<file path="src/pkg/ppsb_pkg.sv">
// Purpose: Constants for the parallel port pin enable and slave buffer block
// Assumes: APB slave, 32-bit words, 100 MHz pclk
// Notes: Offsets are byte addresses, one aligned word per register
// Behaviour
// - Pin 14 port-owned when high select enabled
// - Pin enables 10..2 give pins to port
// - Enables 1..0 give pins 1,0 to port
// - Chip-select field picks address14 or select
// - Multiplex mode picks address or latch strobes
// - Status flags reported only in slave modes
// - Bit 15 set when all inputs full
// - Write to full input sets overflow, sticky
// - Input full flags clear on buffer read
// - Bit 7 set when all outputs empty
// - Read of empty output sets underflow, sticky
// - Output empty clears on write until taken
package ppsb_pkg;
   localparam logic [11:0] OFS_PIN_ENABLE = 12'h000;
   localparam logic [11:0] OFS_STATUS = 12'h004;
   localparam logic [11:0] OFS_CONTROL = 12'h008;
   localparam logic [11:0] OFS_IN_DATA = 12'h010;
   localparam logic [11:0] OFS_OUT_DATA = 12'h014;
   localparam logic [11:0] OFS_IRQ_STAT = 12'h018;
   localparam logic [11:0] OFS_IRQ_MASK = 12'h01c;
   localparam int NBUF = 4;
   localparam int BIT_HIGH_SELECT_PIN_ENABLE = 14;
   localparam int BIT_IBF = 15;
   localparam int BIT_INPUT_OVERFLOW = 14;
   localparam int BIT_OBE = 7;
   localparam int BIT_OUTPUT_UNDERFLOW = 6;
   localparam logic [31:0] PIN_ENABLE_MASK = 32'h0000_47ff;
   localparam logic [31:0] PIN_ENABLE_RESET = 32'h0000_0000;
   localparam logic [31:0] STATUS_RESET = 32'h0000_008f;
   // Control: [1:0] mode, [3:2] multiplex, [5:4] cs function
   localparam int CTL_MODE_LSB = 0;
   localparam int CTL_MUX_LSB = 2;
   localparam int CTL_CSF_LSB = 4;
   localparam logic [31:0] CONTROL_MASK = 32'h0000_003f;
   localparam logic [1:0] MODE_MASTER = 2'h0;
   localparam logic [1:0] MODE_SLAVE_LEGACY = 2'h1;
   localparam logic [1:0] MODE_SLAVE_BUFFERED = 2'h2;
   localparam logic [1:0] MODE_SLAVE_ADDRESSED = 2'h3;
   localparam logic [1:0] MUX_NONE = 2'h0;
   localparam logic [1:0] CSF_ADDR14 = 2'h0;
   // Interrupt bits: 0 overflow, 1 underflow, 2 input written, 3 output taken
   localparam logic [3:0] IRQ_MASK_BITS = 4'hf;
endpackage : ppsb_pkg

</file>
<file path="src/hdl/ppsb_top.sv">
// Purpose: Parallel port pin enables and slave byte buffer status over APB
// Assumes: Master strobes are synchronous to pclk after two flops
// Notes: Four input and four output byte buffers, sticky irq flags
`timescale 1ns/1ps
`default_nettype none
module ppsb_top (
   input wire logic pclk,
   input wire logic presetn,
   input wire logic psel,
   input wire logic penable,
   input wire logic pwrite,
   input wire logic [11:0] paddr,
   input wire logic [31:0] pwdata,
   output logic [31:0] prdata,
   output logic pready,
   output logic pslverr,
   input wire logic pm_wr_strobe,
   input wire logic pm_rd_strobe,
   input wire logic [1:0] pm_addr,
   input wire logic [7:0] pm_wdata,
   output logic [7:0] pm_rdata,
   output logic [15:0] pin_to_port,
   output logic address_line_fourteen_sel,
   output logic chip_select_one_sel,
   output logic address_latch_strobe_sel,
   output logic irq
);
   import ppsb_pkg::*;

   ////////////////////////////////////////////////////////////////////////
   typedef struct packed {
      logic [31:0] pin_en;
      logic [31:0] ctrl;
      logic [3:0] in_full;
      logic [3:0] out_empty;
      logic in_ovf;
      logic out_unf;
      logic [3:0][7:0] in_buf;
      logic [3:0][7:0] out_buf;
      logic [7:0] rdata;
      logic [3:0] irq_stat;
      logic [3:0] irq_mask;
      logic [31:0] prdata;
      logic [2:0] wr_sync;
      logic [2:0] rd_sync;
      logic [1:0][1:0] addr_sync;
      logic [1:0][7:0] wdat_sync;
   } ppsb_state_t;

   ppsb_state_t st_ff;
   ppsb_state_t nxt_st;

   logic apb_acc;
   logic apb_wr;
   logic apb_rd;
   logic slave_mode;
   logic m_wr;
   logic m_rd;
   logic [1:0] m_addr;
   logic [7:0] m_wdata;
   logic [31:0] status_word;
   logic [31:0] rd_word;
   logic rd_hit;

   function automatic logic [1:0] sel_index(input logic [31:0] d);
      sel_index = d[9:8];
   endfunction : sel_index

   ////////////////////////////////////////////////////////////////////////
   ppsb_pin_mux u_pin_mux (
      .pin_enable(st_ff.pin_en),
      .chip_select_function(st_ff.ctrl[CTL_CSF_LSB +: 2]),
      .address_data_multiplex_mode(st_ff.ctrl[CTL_MUX_LSB +: 2]),
      .pin_to_port(pin_to_port),
      .address_line_fourteen_sel(address_line_fourteen_sel),
      .chip_select_one_sel(chip_select_one_sel),
      .address_latch_strobe_sel(address_latch_strobe_sel)
   );

   ////////////////////////////////////////////////////////////////////////
   assign apb_acc = psel && penable;
   assign apb_wr = apb_acc && pwrite;
   assign apb_rd = apb_acc && !pwrite;
   assign slave_mode = st_ff.ctrl[CTL_MODE_LSB +: 2] != MODE_MASTER;
   // Edges are taken from stage two and three only
   assign m_wr = st_ff.wr_sync[1] && !st_ff.wr_sync[2];
   assign m_rd = st_ff.rd_sync[1] && !st_ff.rd_sync[2];
   assign m_addr = st_ff.addr_sync[1];
   assign m_wdata = st_ff.wdat_sync[1];

   always_comb begin
      status_word = 32'h0000_0000;
      if (slave_mode) begin
         status_word[BIT_IBF] = &st_ff.in_full;
         status_word[BIT_INPUT_OVERFLOW] = st_ff.in_ovf;
         status_word[11:8] = st_ff.in_full;
         status_word[BIT_OBE] = &st_ff.out_empty;
         status_word[BIT_OUTPUT_UNDERFLOW] = st_ff.out_unf;
         status_word[3:0] = st_ff.out_empty;
      end
   end

   always_comb begin
      rd_word = 32'h0000_0000;
      rd_hit = 1'b1;
      if (paddr == OFS_PIN_ENABLE) begin
         rd_word = st_ff.pin_en;
      end else if (paddr == OFS_STATUS) begin
         rd_word = status_word;
      end else if (paddr == OFS_CONTROL) begin
         rd_word = st_ff.ctrl;
      end else if (paddr == OFS_IN_DATA) begin
         rd_word = {24'h000000, st_ff.in_buf[sel_index(pwdata)]};
      end else if (paddr == OFS_OUT_DATA) begin
         rd_word = 32'h0000_0000;
      end else if (paddr == OFS_IRQ_STAT) begin
         rd_word = {28'h0000000, st_ff.irq_stat};
      end else if (paddr == OFS_IRQ_MASK) begin
         rd_word = {28'h0000000, st_ff.irq_mask};
      end else begin
         rd_hit = 1'b0;
      end
   end

   ////////////////////////////////////////////////////////////////////////
   // Buffer index rides in pwdata[9:8] for both data ports
   logic [3:0] ev_set;
   logic [1:0] in_rd_idx;
   logic [1:0] out_wr_idx;
   assign in_rd_idx = pwdata[9:8];
   assign out_wr_idx = pwdata[9:8];

   always_comb begin
      nxt_st = st_ff;
      ev_set = 4'h0;
      nxt_st.wr_sync = {st_ff.wr_sync[1:0], pm_wr_strobe};
      nxt_st.rd_sync = {st_ff.rd_sync[1:0], pm_rd_strobe};
      nxt_st.addr_sync = {st_ff.addr_sync[0], pm_addr};
      nxt_st.wdat_sync = {st_ff.wdat_sync[0], pm_wdata};
      // Software side, taken at the access phase
      if (apb_wr) begin
         if (paddr == OFS_PIN_ENABLE) begin
            nxt_st.pin_en = pwdata & PIN_ENABLE_MASK;
         end else if (paddr == OFS_CONTROL) begin
            nxt_st.ctrl = pwdata & CONTROL_MASK;
         end else if (paddr == OFS_STATUS) begin
            // Writing zero clears the sticky error flags
            if (!pwdata[BIT_INPUT_OVERFLOW]) begin
               nxt_st.in_ovf = 1'b0;
            end
            if (!pwdata[BIT_OUTPUT_UNDERFLOW]) begin
               nxt_st.out_unf = 1'b0;
            end
         end else if (paddr == OFS_OUT_DATA) begin
            nxt_st.out_buf[out_wr_idx] = pwdata[7:0];
            nxt_st.out_empty[out_wr_idx] = 1'b0;
         end else if (paddr == OFS_IRQ_STAT) begin
            nxt_st.irq_stat = st_ff.irq_stat & ~pwdata[3:0];
         end else if (paddr == OFS_IRQ_MASK) begin
            nxt_st.irq_mask = pwdata[3:0] & IRQ_MASK_BITS;
         end
      end
      // In-data read selects buffer by pwdata[9:8]; master must hold pwdata
      if (apb_rd && paddr == OFS_IN_DATA) begin
         nxt_st.in_full[in_rd_idx] = 1'b0;
      end
      // Master side; hardware sets win over software clears
      if (slave_mode && m_wr) begin
         if (st_ff.in_full[m_addr]) begin
            nxt_st.in_ovf = 1'b1;
            ev_set[0] = 1'b1;
         end else begin
            nxt_st.in_buf[m_addr] = m_wdata;
            nxt_st.in_full[m_addr] = 1'b1;
            ev_set[2] = 1'b1;
         end
      end
      if (slave_mode && m_rd) begin
         nxt_st.rdata = st_ff.out_buf[m_addr];
         if (st_ff.out_empty[m_addr]) begin
            nxt_st.out_unf = 1'b1;
            ev_set[1] = 1'b1;
         end else begin
            nxt_st.out_empty[m_addr] = 1'b1;
            ev_set[3] = 1'b1;
         end
      end
      nxt_st.irq_stat = nxt_st.irq_stat | ev_set;
      if (apb_rd) begin
         nxt_st.prdata = rd_word;
      end
   end

   always_ff @(posedge pclk or negedge presetn) begin
      if (!presetn) begin
         st_ff <= '0;
         st_ff.out_empty <= STATUS_RESET[3:0];
         st_ff.pin_en <= PIN_ENABLE_RESET;
      end else begin
         st_ff <= nxt_st;
      end
   end

   ////////////////////////////////////////////////////////////////////////
   // Zero-wait slave; read data is combinational so it meets the same edge
   assign pready = 1'b1;
   assign pslverr = apb_acc && !rd_hit;
   assign prdata = apb_rd ? rd_word : 32'h0000_0000;
   assign pm_rdata = st_ff.rdata;
   assign irq = |(st_ff.irq_stat & st_ff.irq_mask);

   ////////////////////////////////////////////////////////////////////////
   a_ibf_summary: assert property (@(posedge pclk) disable iff (!presetn)
      (slave_mode && &st_ff.in_full) |-> status_word[BIT_IBF])
      else $error("all-full summary missing");
   a_obe_summary: assert property (@(posedge pclk) disable iff (!presetn)
      status_word[BIT_OBE] |-> (slave_mode && &st_ff.out_empty))
      else $error("all-empty summary wrong");
   a_ovf_set: assert property (@(posedge pclk) disable iff (!presetn)
      (slave_mode && m_wr && st_ff.in_full[m_addr]) |=> st_ff.in_ovf)
      else $error("overflow not flagged");
   a_unf_set: assert property (@(posedge pclk) disable iff (!presetn)
      (slave_mode && m_rd && st_ff.out_empty[m_addr]) |=> st_ff.out_unf)
      else $error("underflow not flagged");
   a_ovf_sticky: assert property (@(posedge pclk) disable iff (!presetn)
      (st_ff.in_ovf && !(apb_wr && paddr == OFS_STATUS)) |=> st_ff.in_ovf)
      else $error("overflow dropped");
   a_in_fill: assert property (@(posedge pclk) disable iff (!presetn)
      (slave_mode && m_wr && !st_ff.in_full[m_addr]) |=> st_ff.in_full[$past(m_addr)])
      else $error("input full not set");
   a_out_load: assert property (@(posedge pclk) disable iff (!presetn)
      (apb_wr && paddr == OFS_OUT_DATA && !(slave_mode && m_rd)) |=> !st_ff.out_empty[$past(out_wr_idx)])
      else $error("output empty not cleared");
   a_status_gated: assert property (@(posedge pclk) disable iff (!presetn)
      !slave_mode |-> (status_word == 32'h0000_0000))
      else $error("status shown outside slave mode");
   a_pin_fourteen: assert property (@(posedge pclk) disable iff (!presetn)
      (apb_wr && paddr == OFS_PIN_ENABLE) |=> (pin_to_port[14] == $past(pwdata[BIT_HIGH_SELECT_PIN_ENABLE])))
      else $error("pin fourteen enable wrong");

   ////////////////////////////////////////////////////////////////////////
   // Pin hand-over and pin function selection
   a_low_pins: assert property (@(posedge pclk) disable iff (!presetn)
      (apb_wr && paddr == OFS_PIN_ENABLE) |=> (pin_to_port[1:0] == $past(pwdata[1:0])))
      else $error("low address pins wrong");
   a_mid_pins: assert property (@(posedge pclk) disable iff (!presetn)
      (apb_wr && paddr == OFS_PIN_ENABLE) |=> (pin_to_port[10:2] == $past(pwdata[10:2])))
      else $error("middle address pins wrong");
   a_spare_pins: assert property (@(posedge pclk) disable iff (!presetn)
      (!pin_to_port[15] && pin_to_port[13:11] == 3'h0))
      else $error("unused pin handed to port");
   a_a14_select: assert property (@(posedge pclk) disable iff (!presetn)
      address_line_fourteen_sel |-> (pin_to_port[14] && st_ff.ctrl[CTL_CSF_LSB +: 2] == CSF_ADDR14))
      else $error("address fourteen chosen wrongly");
   a_cs_select: assert property (@(posedge pclk) disable iff (!presetn)
      chip_select_one_sel |-> (pin_to_port[14] && st_ff.ctrl[CTL_CSF_LSB +: 2] != CSF_ADDR14))
      else $error("chip select chosen wrongly");
   a_strobe_mode: assert property (@(posedge pclk) disable iff (!presetn)
      address_latch_strobe_sel |-> (st_ff.ctrl[CTL_MUX_LSB +: 2] != MUX_NONE))
      else $error("latch strobes without multiplexing");

   ////////////////////////////////////////////////////////////////////////
   // Summary flags must also drop; buffer flags follow reads and takes; underflow must hold
   a_ibf_clear: assert property (@(posedge pclk) disable iff (!presetn)
      (slave_mode && !(&st_ff.in_full)) |-> !status_word[BIT_IBF])
      else $error("all-full shown while a buffer empty");
   a_obe_clear: assert property (@(posedge pclk) disable iff (!presetn)
      (slave_mode && !(&st_ff.out_empty)) |-> !status_word[BIT_OBE])
      else $error("all-empty shown while a buffer loaded");
   a_in_drain: assert property (@(posedge pclk) disable iff (!presetn)
      (apb_rd && paddr == OFS_IN_DATA && !(slave_mode && m_wr)) |=> !st_ff.in_full[$past(in_rd_idx)])
      else $error("input full not cleared by read");
   a_out_take: assert property (@(posedge pclk) disable iff (!presetn)
      (slave_mode && m_rd && !st_ff.out_empty[m_addr]) |=> st_ff.out_empty[$past(m_addr)])
      else $error("output empty not set when taken");
   a_unf_sticky: assert property (@(posedge pclk) disable iff (!presetn)
      (st_ff.out_unf && !(apb_wr && paddr == OFS_STATUS)) |=> st_ff.out_unf)
      else $error("underflow dropped");

   ////////////////////////////////////////////////////////////////////////
   // Bus answer and interrupt line
   a_ready_zero: assert property (@(posedge pclk) disable iff (!presetn)
      (psel && penable) |-> pready)
      else $error("wait state inserted");
   a_unmapped_err: assert property (@(posedge pclk) disable iff (!presetn)
      (psel && penable && paddr > OFS_IRQ_MASK) |-> pslverr)
      else $error("unmapped access not refused");
   a_ovf_event: assert property (@(posedge pclk) disable iff (!presetn)
      (slave_mode && m_wr && st_ff.in_full[m_addr]) |=> st_ff.irq_stat[0])
      else $error("overflow event not latched");
   a_irq_level: assert property (@(posedge pclk) disable iff (!presetn)
      (st_ff.irq_stat[0] && st_ff.irq_mask[0]) |-> irq)
      else $error("interrupt line low with pending event");
endmodule : ppsb_top
`default_nettype wire

</file>
<file path="src/hdl/ppsb_pin_mux.sv">
// Purpose: Hands address-capable pins to the port or general I/O
// Assumes: Fields come straight from registers
// Notes: Purely combinational
`timescale 1ns/1ps
`default_nettype none
module ppsb_pin_mux (
   input wire logic [31:0] pin_enable,
   input wire logic [1:0] chip_select_function,
   input wire logic [1:0] address_data_multiplex_mode,
   output logic [15:0] pin_to_port,
   output logic address_line_fourteen_sel,
   output logic chip_select_one_sel,
   output logic address_latch_strobe_sel
);
   import ppsb_pkg::*;
   always_comb begin
      pin_to_port = 16'h0000;
      pin_to_port[14] = pin_enable[BIT_HIGH_SELECT_PIN_ENABLE];
      pin_to_port[10:2] = pin_enable[10:2];
      pin_to_port[1:0] = pin_enable[1:0];
      address_line_fourteen_sel = pin_enable[BIT_HIGH_SELECT_PIN_ENABLE] && (chip_select_function == CSF_ADDR14);
      chip_select_one_sel = pin_enable[BIT_HIGH_SELECT_PIN_ENABLE] && (chip_select_function != CSF_ADDR14);
      // Latch strobes only make sense when address and data share pins
      address_latch_strobe_sel = (|pin_enable[1:0]) && (address_data_multiplex_mode != MUX_NONE);
   end
endmodule : ppsb_pin_mux
`default_nettype wire

</file>
<file path="config.mk">
export PLATFORM = sky130hd
export DESIGN_NAME = ppsb_top
export DESIGN_NICKNAME = d
export VERILOG_FILES = /design/src/pkg/ppsb_pkg.sv /design/src/hdl/ppsb_top.sv /design/src/hdl/ppsb_pin_mux.sv
export SDC_FILE = /design/constraint.sdc
export NUM_CORES = 1
export LEC_CHECK = 0
export ABC_CLOCK_PERIOD_IN_PS = 6400
export BUFFER_PORTS_ARGS = -buffer_cell sky130_fd_sc_hd__clkbuf_2
export CAP_MARGIN = 0
export CORE_ASPECT_RATIO = 0.75
export CORE_MARGIN = 2
export CORE_UTILIZATION = 45
export CTS_CLUSTER_DIAMETER = 120
export DETAILED_ROUTE_END_ITERATION = 8
export PLACE_DENSITY_LB_ADDON = 0.08
export SETUP_SLACK_MARGIN = 0.5
export SYNTH_ARGS = -nofsm -noshare
export SYNTH_HDL_FRONTEND = slang
export SYNTH_HIERARCHICAL = 1
export SYNTH_SLANG_ARGS = --single-unit
</file>
<file path="constraint.sdc">
create_clock -name pclk -period 6.4 [get_ports pclk]
set_input_delay 0.96 -clock pclk [delete_from_list [all_inputs] [get_ports pclk]]
set_output_delay 0.96 -clock pclk [all_outputs]
set_load 0.02 [all_outputs]
</file>
; ---- Yosys cells after proc, flatten, opt, wreduce, memory -nomap -nowiden
; Index checks and enable logic that the tools add are counted.
[classes]
n_lt_le_gt_ge = 4
muxes = 69
eq_ne = 6
n_reduce_logical = 32
bitwise = 15
[ops]
columns = op, n
row1 = two-way mux 8 bit, 11
row2 = bitwise mux 32 bit, 2
row3 = two-way mux 4 bit, 14
row4 = equality test 12 x 5 -> 1 bit (second input constant), 4
row5 = binary-select mux 8 bit (select 2 bit), 2
row6 = demux 8 bit (select 2 bit), 2
row7 = two-way mux 16 bit, 2
row8 = two-way mux 32 bit, 1
row9 = two-way mux 1 bit, 25
row10 = two-way mux 6 bit, 4
row11 = AND 4 bit, 4
row12 = logical AND 1 bit, 14
row13 = equality test 12 x 3 -> 1 bit (second input constant), 1
row14 = equality test 12 x 4 -> 1 bit (second input constant), 1
row15 = logical NOT 12 bit, 1
row16 = OR 4 bit, 3
row17 = inverter 4 bit, 2
row18 = AND reduction 4 bit, 2
row19 = AND reduction 7 bit, 1
row20 = < comparator 2 x 3 -> 1 bit (second input constant), 2
row21 = inverter 1 bit, 6
row22 = nonzero test 2 bit, 3
row23 = AND reduction 5 bit, 1
row24 = binary-select mux 1 bit (select 2 bit), 2
row25 = other kinds (9), 16
[word_totals]
ff_bits = 134
in_bits = 61
out_inout_bits = 62

; ---- Logic depth before layout (Yosys ltp)
; Gate-level depths: netlist (run 1).
[depth]
ltp_word = 14
ltp_mapped = 7

; ---- Modules after synthesis
; The synthesis (run 1) kept the hierarchy.
[modules_own_cells]
columns = mod, seq_area_each_um2, area_per_inst_um2, instances, cells_each
row1 = ppsb_top, 3358.2, 6098.3, 1, 440
row2 = ppsb_pin_mux, 0.0, 152.6, 1, 20

; ---- Worst setup path after synthesis (run 1)
; OpenSTA, ideal clock, no wires.
[synth_timing]
kind = input to output
startpoint = input port paddr[10]
endpoint = output port prdata[7]
stages = 5
path_buffers = 1
path_slack_ps = 2527
arrival_time_ps = 2913
cell_sequence = or4_1 clkbuf_1 or3_1 or4b_1 o22ai_1
[synth_via]
elab_chain_len = 6
elab_cells_between_ends = 9
cone_classes = 3 x eq/ne / 5 x mux / 1 x reduce/logical
[synth_lines]
columns = item, line
row1 = from (decl), ppsb_top.sv:12  ; input wire logic [11:0] paddr,
row2 = equality test 12 x 5 -> 1 bit, ppsb_top.sv:112  ; end else if (paddr == OFS_IN_DATA) begin
row3 = two-way mux 8 bit, ppsb_top.sv:112
row4 = two-way mux 8 bit, ppsb_top.sv:110  ; end else if (paddr == OFS_CONTROL) begin
row5 = two-way mux 16 bit, ppsb_top.sv:108  ; end else if (paddr == OFS_STATUS) begin
row6 = two-way mux 16 bit *, ppsb_top.sv:106  ; if (paddr == OFS_PIN_ENABLE) begin
row7 = two-way mux 32 bit *, ppsb_top.sv:208  ; assign prdata = apb_rd ? rd_word : 32'h0000_0000;
row8 = to (decl), ppsb_top.sv:14  ; output logic [31:0] prdata,
; Mark *: on every way between the ends. The rest lies on a longest branch, timed or not.

; ---- Final worst setup path (run 1)
[layout_timing]
startpoint = input port paddr[3]
endpoint = output port prdata[7]
; The elaborated chain is that of the path after synthesis.

==> impl_results.md, run 1 <==
* NumNets Final at 583
* Vias in the first global route at 4040
* EDFF count, synth at 0
* Slowest cell on crit path: or4b_2
* Initial Util at 0.4577
* Crit end category: output port
* Startpoint of the worst hold path: nxt_st[12]$_DFF_PN0_
* Layout cells sized above 1 at 0.4561
* Share of the synthesized area in the top cell type at 0.5204
* Largest net degree at the start of global routing at 69
* Fill cell count at 1143
* Via count at 3997
* Clock latency on the worst-skew pair at 0.42 ns
* # port buffers at 79
* Reg2Reg Launch Point: m_addr[0]$_DFF_PN0_
* Buffer and inverter count on the worst path at 2
* Fin crit share at 0.6811
* Cell count after synthesis at 460
* Num CTS Buffers at 17
* Top-count cell post-synth: dfrtp_1
* Detailed Place HPWL at 10.39 mm
* Max Fclk at 0.2294 GHz
* R2R cell count at 5
* Worst-case clock buffer depth at 2
* Hold slack final at 0.3457 ns
* Vias per std cell at 5.630
* Total gr overflow at 0
* CP required at 5.44 ns
* Drt drc at 16
* Count of final setup violators at 0
* Critical path depth at 6
* Delay-heaviest family, CP: simple AND/OR/NAND/NOR gates
* Hold Path End: m_wdata[4]$_DFF_PN0_
* Most common cell on crit path: clkbuf_2
* Design Area, Final at 7244 µm²
* Final ANT Viol Nets at 0
* Initial DRC Count at 306
* H-tree levels at 4
* Area of the multi-input gates at 2564 µm²
* Antenna violations before repair at 0
* Pre-CTS setup slack at 2.097 ns
* Placed cell area at 6588 µm²
* Post-synthesis average cell area at 13.59 µm²
* Setup ws final at 2.041 ns
* Status: finished, violations left
* P&R area growth vs syn at 15.89%
* Fin Setup TNS at 0 ns
* RSZ-0062 raised after global routing: false
* WL per Instance at 20.93 µm
* PwrDens at 280.0 nW/µm²
* Yosys warns at 6
* RePlAce Congestion at 0.9269
* Peak VDD IR at 0.0001623 V
* Layout Utilization at 0.5305
* Crit path kind: in -> out
* CTS tree: yes
* Max-Cap Viols at 0
* Hold buffers post-CTS at 0
* Die Wd at 140.1 µm
* Startpoint types: primary input
* Worst Tran Pin Value at 1.036 ns
* Failing checks: design-rule violations
* Prevailing post-synth register cell: dfrtp_1
* Critical Path Source: paddr[3]
* Core Rows at 37
* Post-synth top cells: dfrtp_1 (130), mux2_2 (92), buf_4 (44)
* FFs w/ async S/R, synth at 1.000
* Root Buffer: clkbuf_16
* Die H at 106.1 µm
* Cts repair resizes at 0
* Crit-path cells: clkbuf_2 > or4b_2 > or3_1 > or4b_1 > o22ai_1 > clkbuf_2
* Die ar. at 14860 µm²
* IO Count at 123
* Ant. Diodes at 0
* Crit path time final at 4.359 ns
* Final Skew at 0.01271 ns
* Final WL at 14.86 mm
* Distinct cell type count after synthesis at 55
* R2r endpoint: st_ff[118]$_DFFE_PN0P_
* FF/Latch Area at 3358 µm²
* Fin. max-slew vios at 0
* Post-CTS Setup Bufs at 0
* Flop-to-flop setup slack at 3.24 ns
* Critical Path AT at 3.40 ns
* Pre-antenna DRT Iters at 7
* Worst hold stages at 0
* Clock sink count at 134
* Core area at 13660 µm²
* Clock-pin slew on the worst setup and hold paths at 0.05 ns
* Area contributors post-synth: dfrtp_1 (52%), mux2_2 (17%), mux4_2 (6.5%), buf_4 (5.3%), dfstp_2 (1.7%)
* HP Class: reg -> reg
* CP Max Fanout at 14
* Max-slew headroom at 0.3058
* GRT Util Overall at 0.2144
* Synth area leader: dfrtp_1
* Final hold vios at 0
* Register area share after synthesis at 0.5372
* Flops & latches, synth at 134
* Crit-path max cell delay at 0.73 ns
* First-pass GRT wire length at 23.52 mm
* Syn Std Cell Area at 6251 µm²
* P_leak at 3.499 nW
-- flip-flops by register name, indices dropped and copies added (netlist names) --
signal,cells
m_wdata,8
nxt_st,14
pm_rdata,8
st_ff,102
m_addr,2
-- layout by cell type, fill, tap and decap left out, drive strengths merged, types with 2 or more instances in the layout --
master	count
o31ai	5
nor2	10
and4	3
clkinvlp	3
a221o	2
or4b	3
nor4	3
nand3b	3
conb	23
nand2	13
bufinv	5
inv	2
or4	5
nand2b	7
mux2i	5
dfrtp	130
a32oi	3
o22ai	2
mux2	93
o41ai	2
nor3b	6
mux4	18
a21oi	6
a22o	5
or3	2
dfstp	4
buf	6
o21ai	6
nand3	14
nand4	4
nor2b	3
o211ai	2
a22oi	7
or3b	2
and2	2
clkbuf	98
and3	4
clkinv	4
nor3	11
-- metrics by stage --
step                instances  power [mW]
floorplan                 480      0.9273
finish                    710       2.028
global placement          678      0.9634
detailed placement        678      0.9651
CTS                       710       2.043
global route              710       2.100
-- final cells by class --
class / instances / area share
well taps: 175 / 0.03022
clock inverters: 12 / 0.02763
flip-flops and latches: 134 / 0.4636
clock buffers: 20 / 0.06304
repair buffers: 84 / 0.06062
inverters: 2 / 0.001036
multi-input cells: 283 / 0.3539
-- worst max path at each step --
stage	slack, ns	endpoint
global placement	2.09	prdata[7]
finish	2.04	prdata[7]
detailed placement	2.10	prdata[7]
global route	1.86	prdata[15]
floorplan	2.53	prdata[7]
CTS	2.09	prdata[7]
-- cell families after synthesis --
| kind of cell | count (synthesis) | share of synthesized area |
|---|---|---|
| flip-flops | 134 | 0.5372 |
| multiplexers | 116 | 0.2404 |
| AND/OR/NAND/NOR | 97 | 0.09988 |
| buffers and inverters | 63 | 0.06545 |
| AO/OA/AOI/OAI | 47 | 0.05525 |
| other | 3 | 0.001801 |
-- worst register-to-register path: cells and delay by family (launching register included) --
kind,cells,cell delay [ns]
muxes,2,1.04
DFF,1,0.32
buffers and inverters,1,0.33
and+or+nand+nor,2,1.35
-- where the power goes --
part | total [mW] | internal [mW] | switching, mW
registers | 0.863 | 0.857 | 0.00556
logic | 0.0871 | 0.0231 | 0.0640
clock network | 1.08 | 0.711 | 0.367
-- layer usage --
metal	part of all wire	routed length, µm	vias up	global-route usage
li1	-	-	1773	-
met1	0.51	7651	2064	0.3304
met2	0.42	6210	147	0.2942
met3	0.056	836	13	0.05541
met4	0.011	161	0	0.06999
met5	0	0	-	0
No activity file was read; power rests on OpenSTA's default activity.
==> run 2: changes to the inputs <==
--- a/config.mk
+++ b/config.mk
@@ -5,7 +5,7 @@
 export SDC_FILE = /design/constraint.sdc
 export NUM_CORES = 1
 export LEC_CHECK = 0
-export ABC_CLOCK_PERIOD_IN_PS = 6400
+export ABC_CLOCK_PERIOD_IN_PS = 4400
 export BUFFER_PORTS_ARGS = -buffer_cell sky130_fd_sc_hd__clkbuf_2
 export CAP_MARGIN = 0
 export CORE_ASPECT_RATIO = 0.75
==> constraint.sdc (replaced) <==
create_clock -name pclk -period 4.4 [get_ports pclk]
set_input_delay 0.66 -clock pclk [delete_from_list [all_inputs] [get_ports pclk]]
set_output_delay 0.66 -clock pclk [all_outputs]
set_load 0.02 [all_outputs]
==> impl_results.md, run 2 (same netlist as run 1, synthesis figures left out) <==
* Leading cell type in the layout, fill and taps excluded: dfrtp_1
* Layout Cells excl Fill at 715 (+0.70%)
* Final hold vios at 0 (unchanged)
* CP Max Fanout at 14 (unchanged)
* Critical Path AT at 3.00 ns (-0.40 ns)
* First-pass GRT wire length at 23.92 mm (+1.7%)
* Core Rows at 37 (unchanged)
* Max-Cap Viols at 0 (unchanged)
* Detailed Place HPWL at 10.42 mm (+0.25%)
* H-tree levels at 4 (unchanged)
* Worst Tran Pin Value at 0.9890 ns (-0.04667 ns)
* HP Class: reg -> reg
* Clock sink count at 134 (unchanged)
* Crit end category: output port
* Max Fclk at 0.2732 GHz
* Status: finished, violations left
* Clock latency on the worst-skew pair at 0.42 ns (about the same)
* Area of the multi-input gates at 2564 µm² (unchanged)
* GRT Util Overall at 0.2177 (+0.003249)
* Final ANT Viol Nets at 0 (unchanged)
* R2R cell count at 4 (-1)
* Hold slack final at 0.3436 ns (-0.002134 ns)
* Max FFs per register at 102 (unchanged)
* Placed Instances at 684 (+0.88%)
* Fill cell count at 1179 (+3.1%)
* P&R area growth vs syn at 14.95%
* RePlAce Congestion at 0.8883 (-4.2%)
* RSZ-0062 raised after global routing: false
* FF/Latch Area at 3358 µm² (unchanged)
* Initial Util at 0.4577 (unchanged)
* Max-slew headroom at 0.3407 (+0.03488)
* WL per Instance at 20.79 µm (-0.67%)
* Worst-case clock buffer depth at 2 (unchanged)
* Core area at 13660 µm² (unchanged)
* Die Wd at 140.1 µm (unchanged)
* NumNets Final at 589 (+1.0%)
* Startpoint types: primary input
* Buffer and inverter count on the worst path at 2 (unchanged)
* Antenna violations before repair at 0 (unchanged)
* Crit path time final at 3.660 ns
* Final Skew at 0.01225 ns (-0.0004654 ns)
* Largest net degree at the start of global routing at 110 (+59%)
* Fin Setup TNS at 0 ns (unchanged)
* Total gr overflow at 0 (unchanged)
* Crit-path cells: clkbuf_2 > or4b_2 > or3_1 > or4b_1 > o22ai_1 > clkbuf_2
* IO Count at 123 (unchanged)
* Slowest cell on crit path: or4b_2
* Vias in the first global route at 4089 (+1.2%)
* Crit path kind: in -> out
* Layout cells sized above 1 at 0.4593 (+0.003184)
* Drt drc at 16 (unchanged)
* CTS tree: yes
* Critical path depth at 6 (unchanged)
* Initial DRC Count at 266 (-13%)
* Pre-antenna DRT Iters at 9 (+2)
* Layout Utilization at 0.5262 (-0.004306)
* Failing checks: design-rule violations
* Crit-path max cell delay at 0.73 ns (about the same)
* Cts repair resizes at 0 (unchanged)
* Die H at 106.1 µm (unchanged)
* Via count at 4003 (+0.15%)
* Fin. max-slew vios at 0 (unchanged)
* Final WL at 14.86 mm (about the same)
* Fin crit share at 0.8319
* Clock-pin slew on the worst setup and hold paths at 0.06 ns (about the same)
* Vias per std cell at 5.599 (-0.55%)
* PwrDens at 375.6 nW/µm² (+34%)
* Post-CTS Setup Bufs at 0 (unchanged)
* Most frequent cells in the layout: dfrtp_1 (130), mux2_2 (92), clkbuf_2 (78)
* Num CTS Buffers at 17 (unchanged)
* Worst hold stages at 0 (unchanged)
* Most flops, register: st_ff
* Die ar. at 14860 µm² (unchanged)
* Ant. Diodes at 0 (unchanged)
* Count of final setup violators at 0 (unchanged)
* CP required at 3.74 ns (-1.70 ns)
* Root Buffer: clkbuf_16
* P_leak at 3.489 nW (-0.27%)
* # port buffers at 79 (unchanged)
* Delay-heaviest family, CP: simple AND/OR/NAND/NOR gates
* Hold buffers post-CTS at 0 (unchanged)
* Peak VDD IR at 0.0002587 V (+59%)
* Most common cell on crit path: clkbuf_2
[run 2: area by class of cell]
| class | count | area share |
|---|---|---|
| multi-input cells | 283 | 0.3568 |
| inverters | 2 | 0.001045 |
| flip-flops and latches | 134 | 0.4674 |
| repair buffers | 90 | 0.06739 |
| well taps | 175 | 0.03047 |
| clock inverters | 9 | 0.01097 |
| clock buffers | 22 | 0.06599 |
[run 2: final timing paths]
check                           slack (ns)                 start                endpoint
worst max-delay path                  0.74              paddr[3]               prdata[7]
worst max register to register        1.50   m_addr[0]$_DFF_PN0_  st_ff[128]$_DFFE_PN0P_
worst min register to register        0.34  nxt_st[12]$_DFF_PN0_    m_wdata[4]$_DFF_PN0_
min in group asynchronous             0.36               presetn    nxt_st[11]$_DFF_PN0_
worst min-delay path                  0.34  nxt_st[12]$_DFF_PN0_    m_wdata[4]$_DFF_PN0_
max in group asynchronous             3.03               presetn    st_ff[140]$_DFF_PN1_
[run 2: per-stage QoR]
stage	cell area, µm²	setup WS (ns)	power [mW]
after floorplan	6326	1.127	1.349
after global placement	6633	0.7376	1.403
after detailed placement	6633	0.7376	1.405
after CTS	7186	0.7383	2.725
after global routing	7186	0.6419	2.804
final	7186	0.7398	2.699
[run 2: routing by layer]
| metal | GRT usage | vias to the layer above | wire [µm] |
|---|---|---|---|
| met5 | 0 | - | 0 |
| met4 | 0.05916 | 0 | 169 |
| met3 | 0.06667 | 16 | 1099 |
| met2 | 0.2945 | 174 | 6108 |
| met1 | 0.3372 | 2027 | 7487 |
| li1 | - | 1786 | - |
[run 2: worst register-to-register path, cell delays in order, from the launching register on]
cell and delay (ns):
dfrtp_1 0.45, mux4_2 0.59, or4b_1 0.73, nor3b_4 0.60, mux2_2 0.40
[run 2: power breakdown]
| group | switching, mW | leakage [nW] | internal [mW] | total [mW] |
|---|---|---|---|---|
| registers | 0.00902 | 1.78 | 1.25 | 1.26 |
| clock network | 0.503 | 0.272 | 0.813 | 1.32 |
| logic | 0.0922 | 1.44 | 0.0340 | 0.126 |
==> run 3: changes to the inputs <==
--- a/config.mk
+++ b/config.mk
@@ -5,7 +5,7 @@
 export SDC_FILE = /design/constraint.sdc
 export NUM_CORES = 1
 export LEC_CHECK = 0
-export ABC_CLOCK_PERIOD_IN_PS = 4400
+export ABC_CLOCK_PERIOD_IN_PS = 3500
 export BUFFER_PORTS_ARGS = -buffer_cell sky130_fd_sc_hd__clkbuf_2
 export CAP_MARGIN = 0
 export CORE_ASPECT_RATIO = 0.75
==> constraint.sdc (replaced) <==
create_clock -name pclk -period 3.5 [get_ports pclk]
set_input_delay 0.525 -clock pclk [delete_from_list [all_inputs] [get_ports pclk]]
set_output_delay 0.525 -clock pclk [all_outputs]
set_load 0.02 [all_outputs]
==> impl_results.md, run 3 (same netlist as run 1, synthesis figures left out) <==
* IO Count at 123 (unchanged)
* RePlAce Congestion at 0.9083 (+2.3%)
* P&R area growth vs syn at 18.19%
* Peak VDD IR at 0.0003296 V (+27%)
* Max FFs per register at 102 (unchanged)
* Initial Util at 0.4577 (unchanged)
* Hold buffers post-CTS at 0 (unchanged)
* Crit path time final at 2.954 ns
* Crit-path max cell delay at 0.55 ns (-0.18 ns)
* Count of final setup violators at 0 (unchanged)
* Status: finished, violations left
* Clock-pin slew on the worst setup and hold paths at 0.05 ns (about the same)
* Pre-CTS setup slack at 0.3756 ns (-0.3620 ns)
* Worst Tran Pin Value at 0.7721 ns (-0.2168 ns)
* Final hold vios at 0 (unchanged)
* Clock sink count at 134 (unchanged)
* CP Max Fanout at 2 (-12)
* Antenna violations before repair at 0 (unchanged)
* Fin Setup TNS at 0 ns (unchanged)
* CTS tree: yes
* Layout cells sized above 1 at 0.4846 (+0.02531)
* # port buffers at 79 (unchanged)
* Die H at 106.1 µm (unchanged)
* Root Buffer: clkbuf_16
* Setup ws final at 0.5460 ns (-0.1938 ns)
* Pre-antenna DRT Iters at 9 (unchanged)
* CP required at 2.97 ns (-0.77 ns)
* Final ANT Viol Nets at 0 (unchanged)
* RSZ-0062 raised after global routing: false
* Fin. max-slew vios at 0 (unchanged)
* Crit-path cells: clkbuf_2 > or4_4 > or3_4 > or4b_4 > o22ai_4 > clkbuf_8
* Critical Path Source: paddr[10]
* Clock latency on the worst-skew pair at 0.42 ns (about the same)
* Largest net degree at the start of global routing at 74 (-33%)
* PwrDens at 485.2 nW/µm² (+29%)
* Startpoint types: primary input
* Reg2Reg Launch Point: m_addr[0]$_DFF_PN0_
* Flop-to-flop setup slack at 0.61 ns (-0.89 ns)
* Leading cell type in the layout, fill and taps excluded: dfrtp_1
* Crit path kind: in -> out
* WL per Instance at 20.43 µm (-1.7%)
* Most frequent cells in the layout: dfrtp_1 (130), mux2_2 (92), clkbuf_2 (76)
* NumNets Final at 599 (+1.7%)
* Detailed Place HPWL at 10.58 mm (+1.5%)
* Drt drc at 15 (-1)
* H-tree levels at 4 (unchanged)
* Max Fclk at 0.3385 GHz
* Area of the multi-input gates at 2613 µm² (+1.9%)
* Slowest cell on crit path: or4_4
* Core Rows at 37 (unchanged)
* Final WL at 14.83 mm (-0.21%)
* Failing checks: design-rule violations
* FF/Latch Area at 3358 µm² (unchanged)
* Initial DRC Count at 342 (+29%)
* HP Class: in -> async
* Die Wd at 140.1 µm (unchanged)
* Via count at 4104 (+2.5%)
* Die ar. at 14860 µm² (unchanged)
* First-pass GRT wire length at 23.75 mm (-0.72%)
* Fin crit share at 0.8440
* Vias in the first global route at 4060 (-0.71%)
* Vias per std cell at 5.653 (+0.97%)
* Critical Path AT at 2.43 ns (-0.57 ns)
* Most flops, register: st_ff
* Final Skew at 0.01126 ns (-0.0009899 ns)
* Num CTS Buffers at 17 (unchanged)
* P_leak at 3.594 nW (+3.0%)
* Fill cell count at 1176 (-0.25%)
* Core area at 13660 µm² (unchanged)
* Total power at 3.585 mW (+33%)
* Ant. Diodes at 0 (unchanged)
* Crit end category: output port
* Total gr overflow at 0 (unchanged)
* Max-slew headroom at 0.4852 (+0.1445)
* Worst-case clock buffer depth at 2 (unchanged)
* GRT Util Overall at 0.2161 (-0.001618)
* Max-Cap Viols at 0 (unchanged)
## run 3: power breakdown
group | switching (mW) | leakage, nW | internal (mW)
Sequential | 0.0106 | 1.78 | 1.57
Combinational | 0.118 | 1.50 | 0.0480
Clock | 0.630 | 0.310 | 1.21
Total | 0.759 | 3.59 | 2.83
## run 3: routing by layer
metal	wire (µm)	global-route usage	vias up	share of wire
li1	-	-	1801	-
met4	213	0.08009	0	0.014
met2	6275	0.2984	173	0.42
met1	7292	0.3324	2114	0.49
met5	0	0	-	0
met3	1051	0.04820	16	0.071
## run 3: repair_timing
item / 4_1_cts / 5_1_grt
setup buffers: 0 / 0
pin swaps: 2 / 1
resized for setup: 10 / 2
endpoints found under the setup margin: 3 / 11
## run 3: critical path, delay by kind of cell
kind                   cells  cell delay [ns]
AO/OA/AOI/OAI              1             0.13
buffers and inverters      2             0.26
AND/OR/NAND/NOR            3             1.50
## run 3: stage by stage
| step | hold slack (ns) | instances | instance area (µm²) | util |
|---|---|---|---|---|
| after CTS | 0.1368 | 726 | 7380 | 0.5404 |
| after global routing | 0.1650 | 726 | 7388 | 0.5410 |
| after detailed placement | 0.3347 | 694 | 6714 | 0.4916 |
| final | 0.1135 | 726 | 7388 | 0.5410 |
| after global placement | 0.3330 | 694 | 6714 | 0.4916 |
| after floorplan | 0.2294 | 480 | 6332 | - |
## run 3: path summary, 6_finish.rpt
path                                          end  cells past startpoint
max                                     prdata[7]                      6
min                          nxt_st[14]$_DFF_PN0_                      1
max reg2reg                st_ff[115]$_DFFE_PN0P_                      4
min reg2reg                  m_wdata[3]$_DFF_PN0_                      0
max in group asynchronous  st_ff[183]$_DFFE_PN0P_                      2
min in group pclk             nxt_st[9]$_DFF_PN0_                      1
## run 3: final cells by class
class                   instances  area share
clock buffers                  24     0.06791
repair buffers                100     0.07722
well taps                     175     0.02964
clock inverters                 8     0.01609
flip-flops and latches        134      0.4545
multi-input cells             283      0.3536
inverters                       2    0.001016
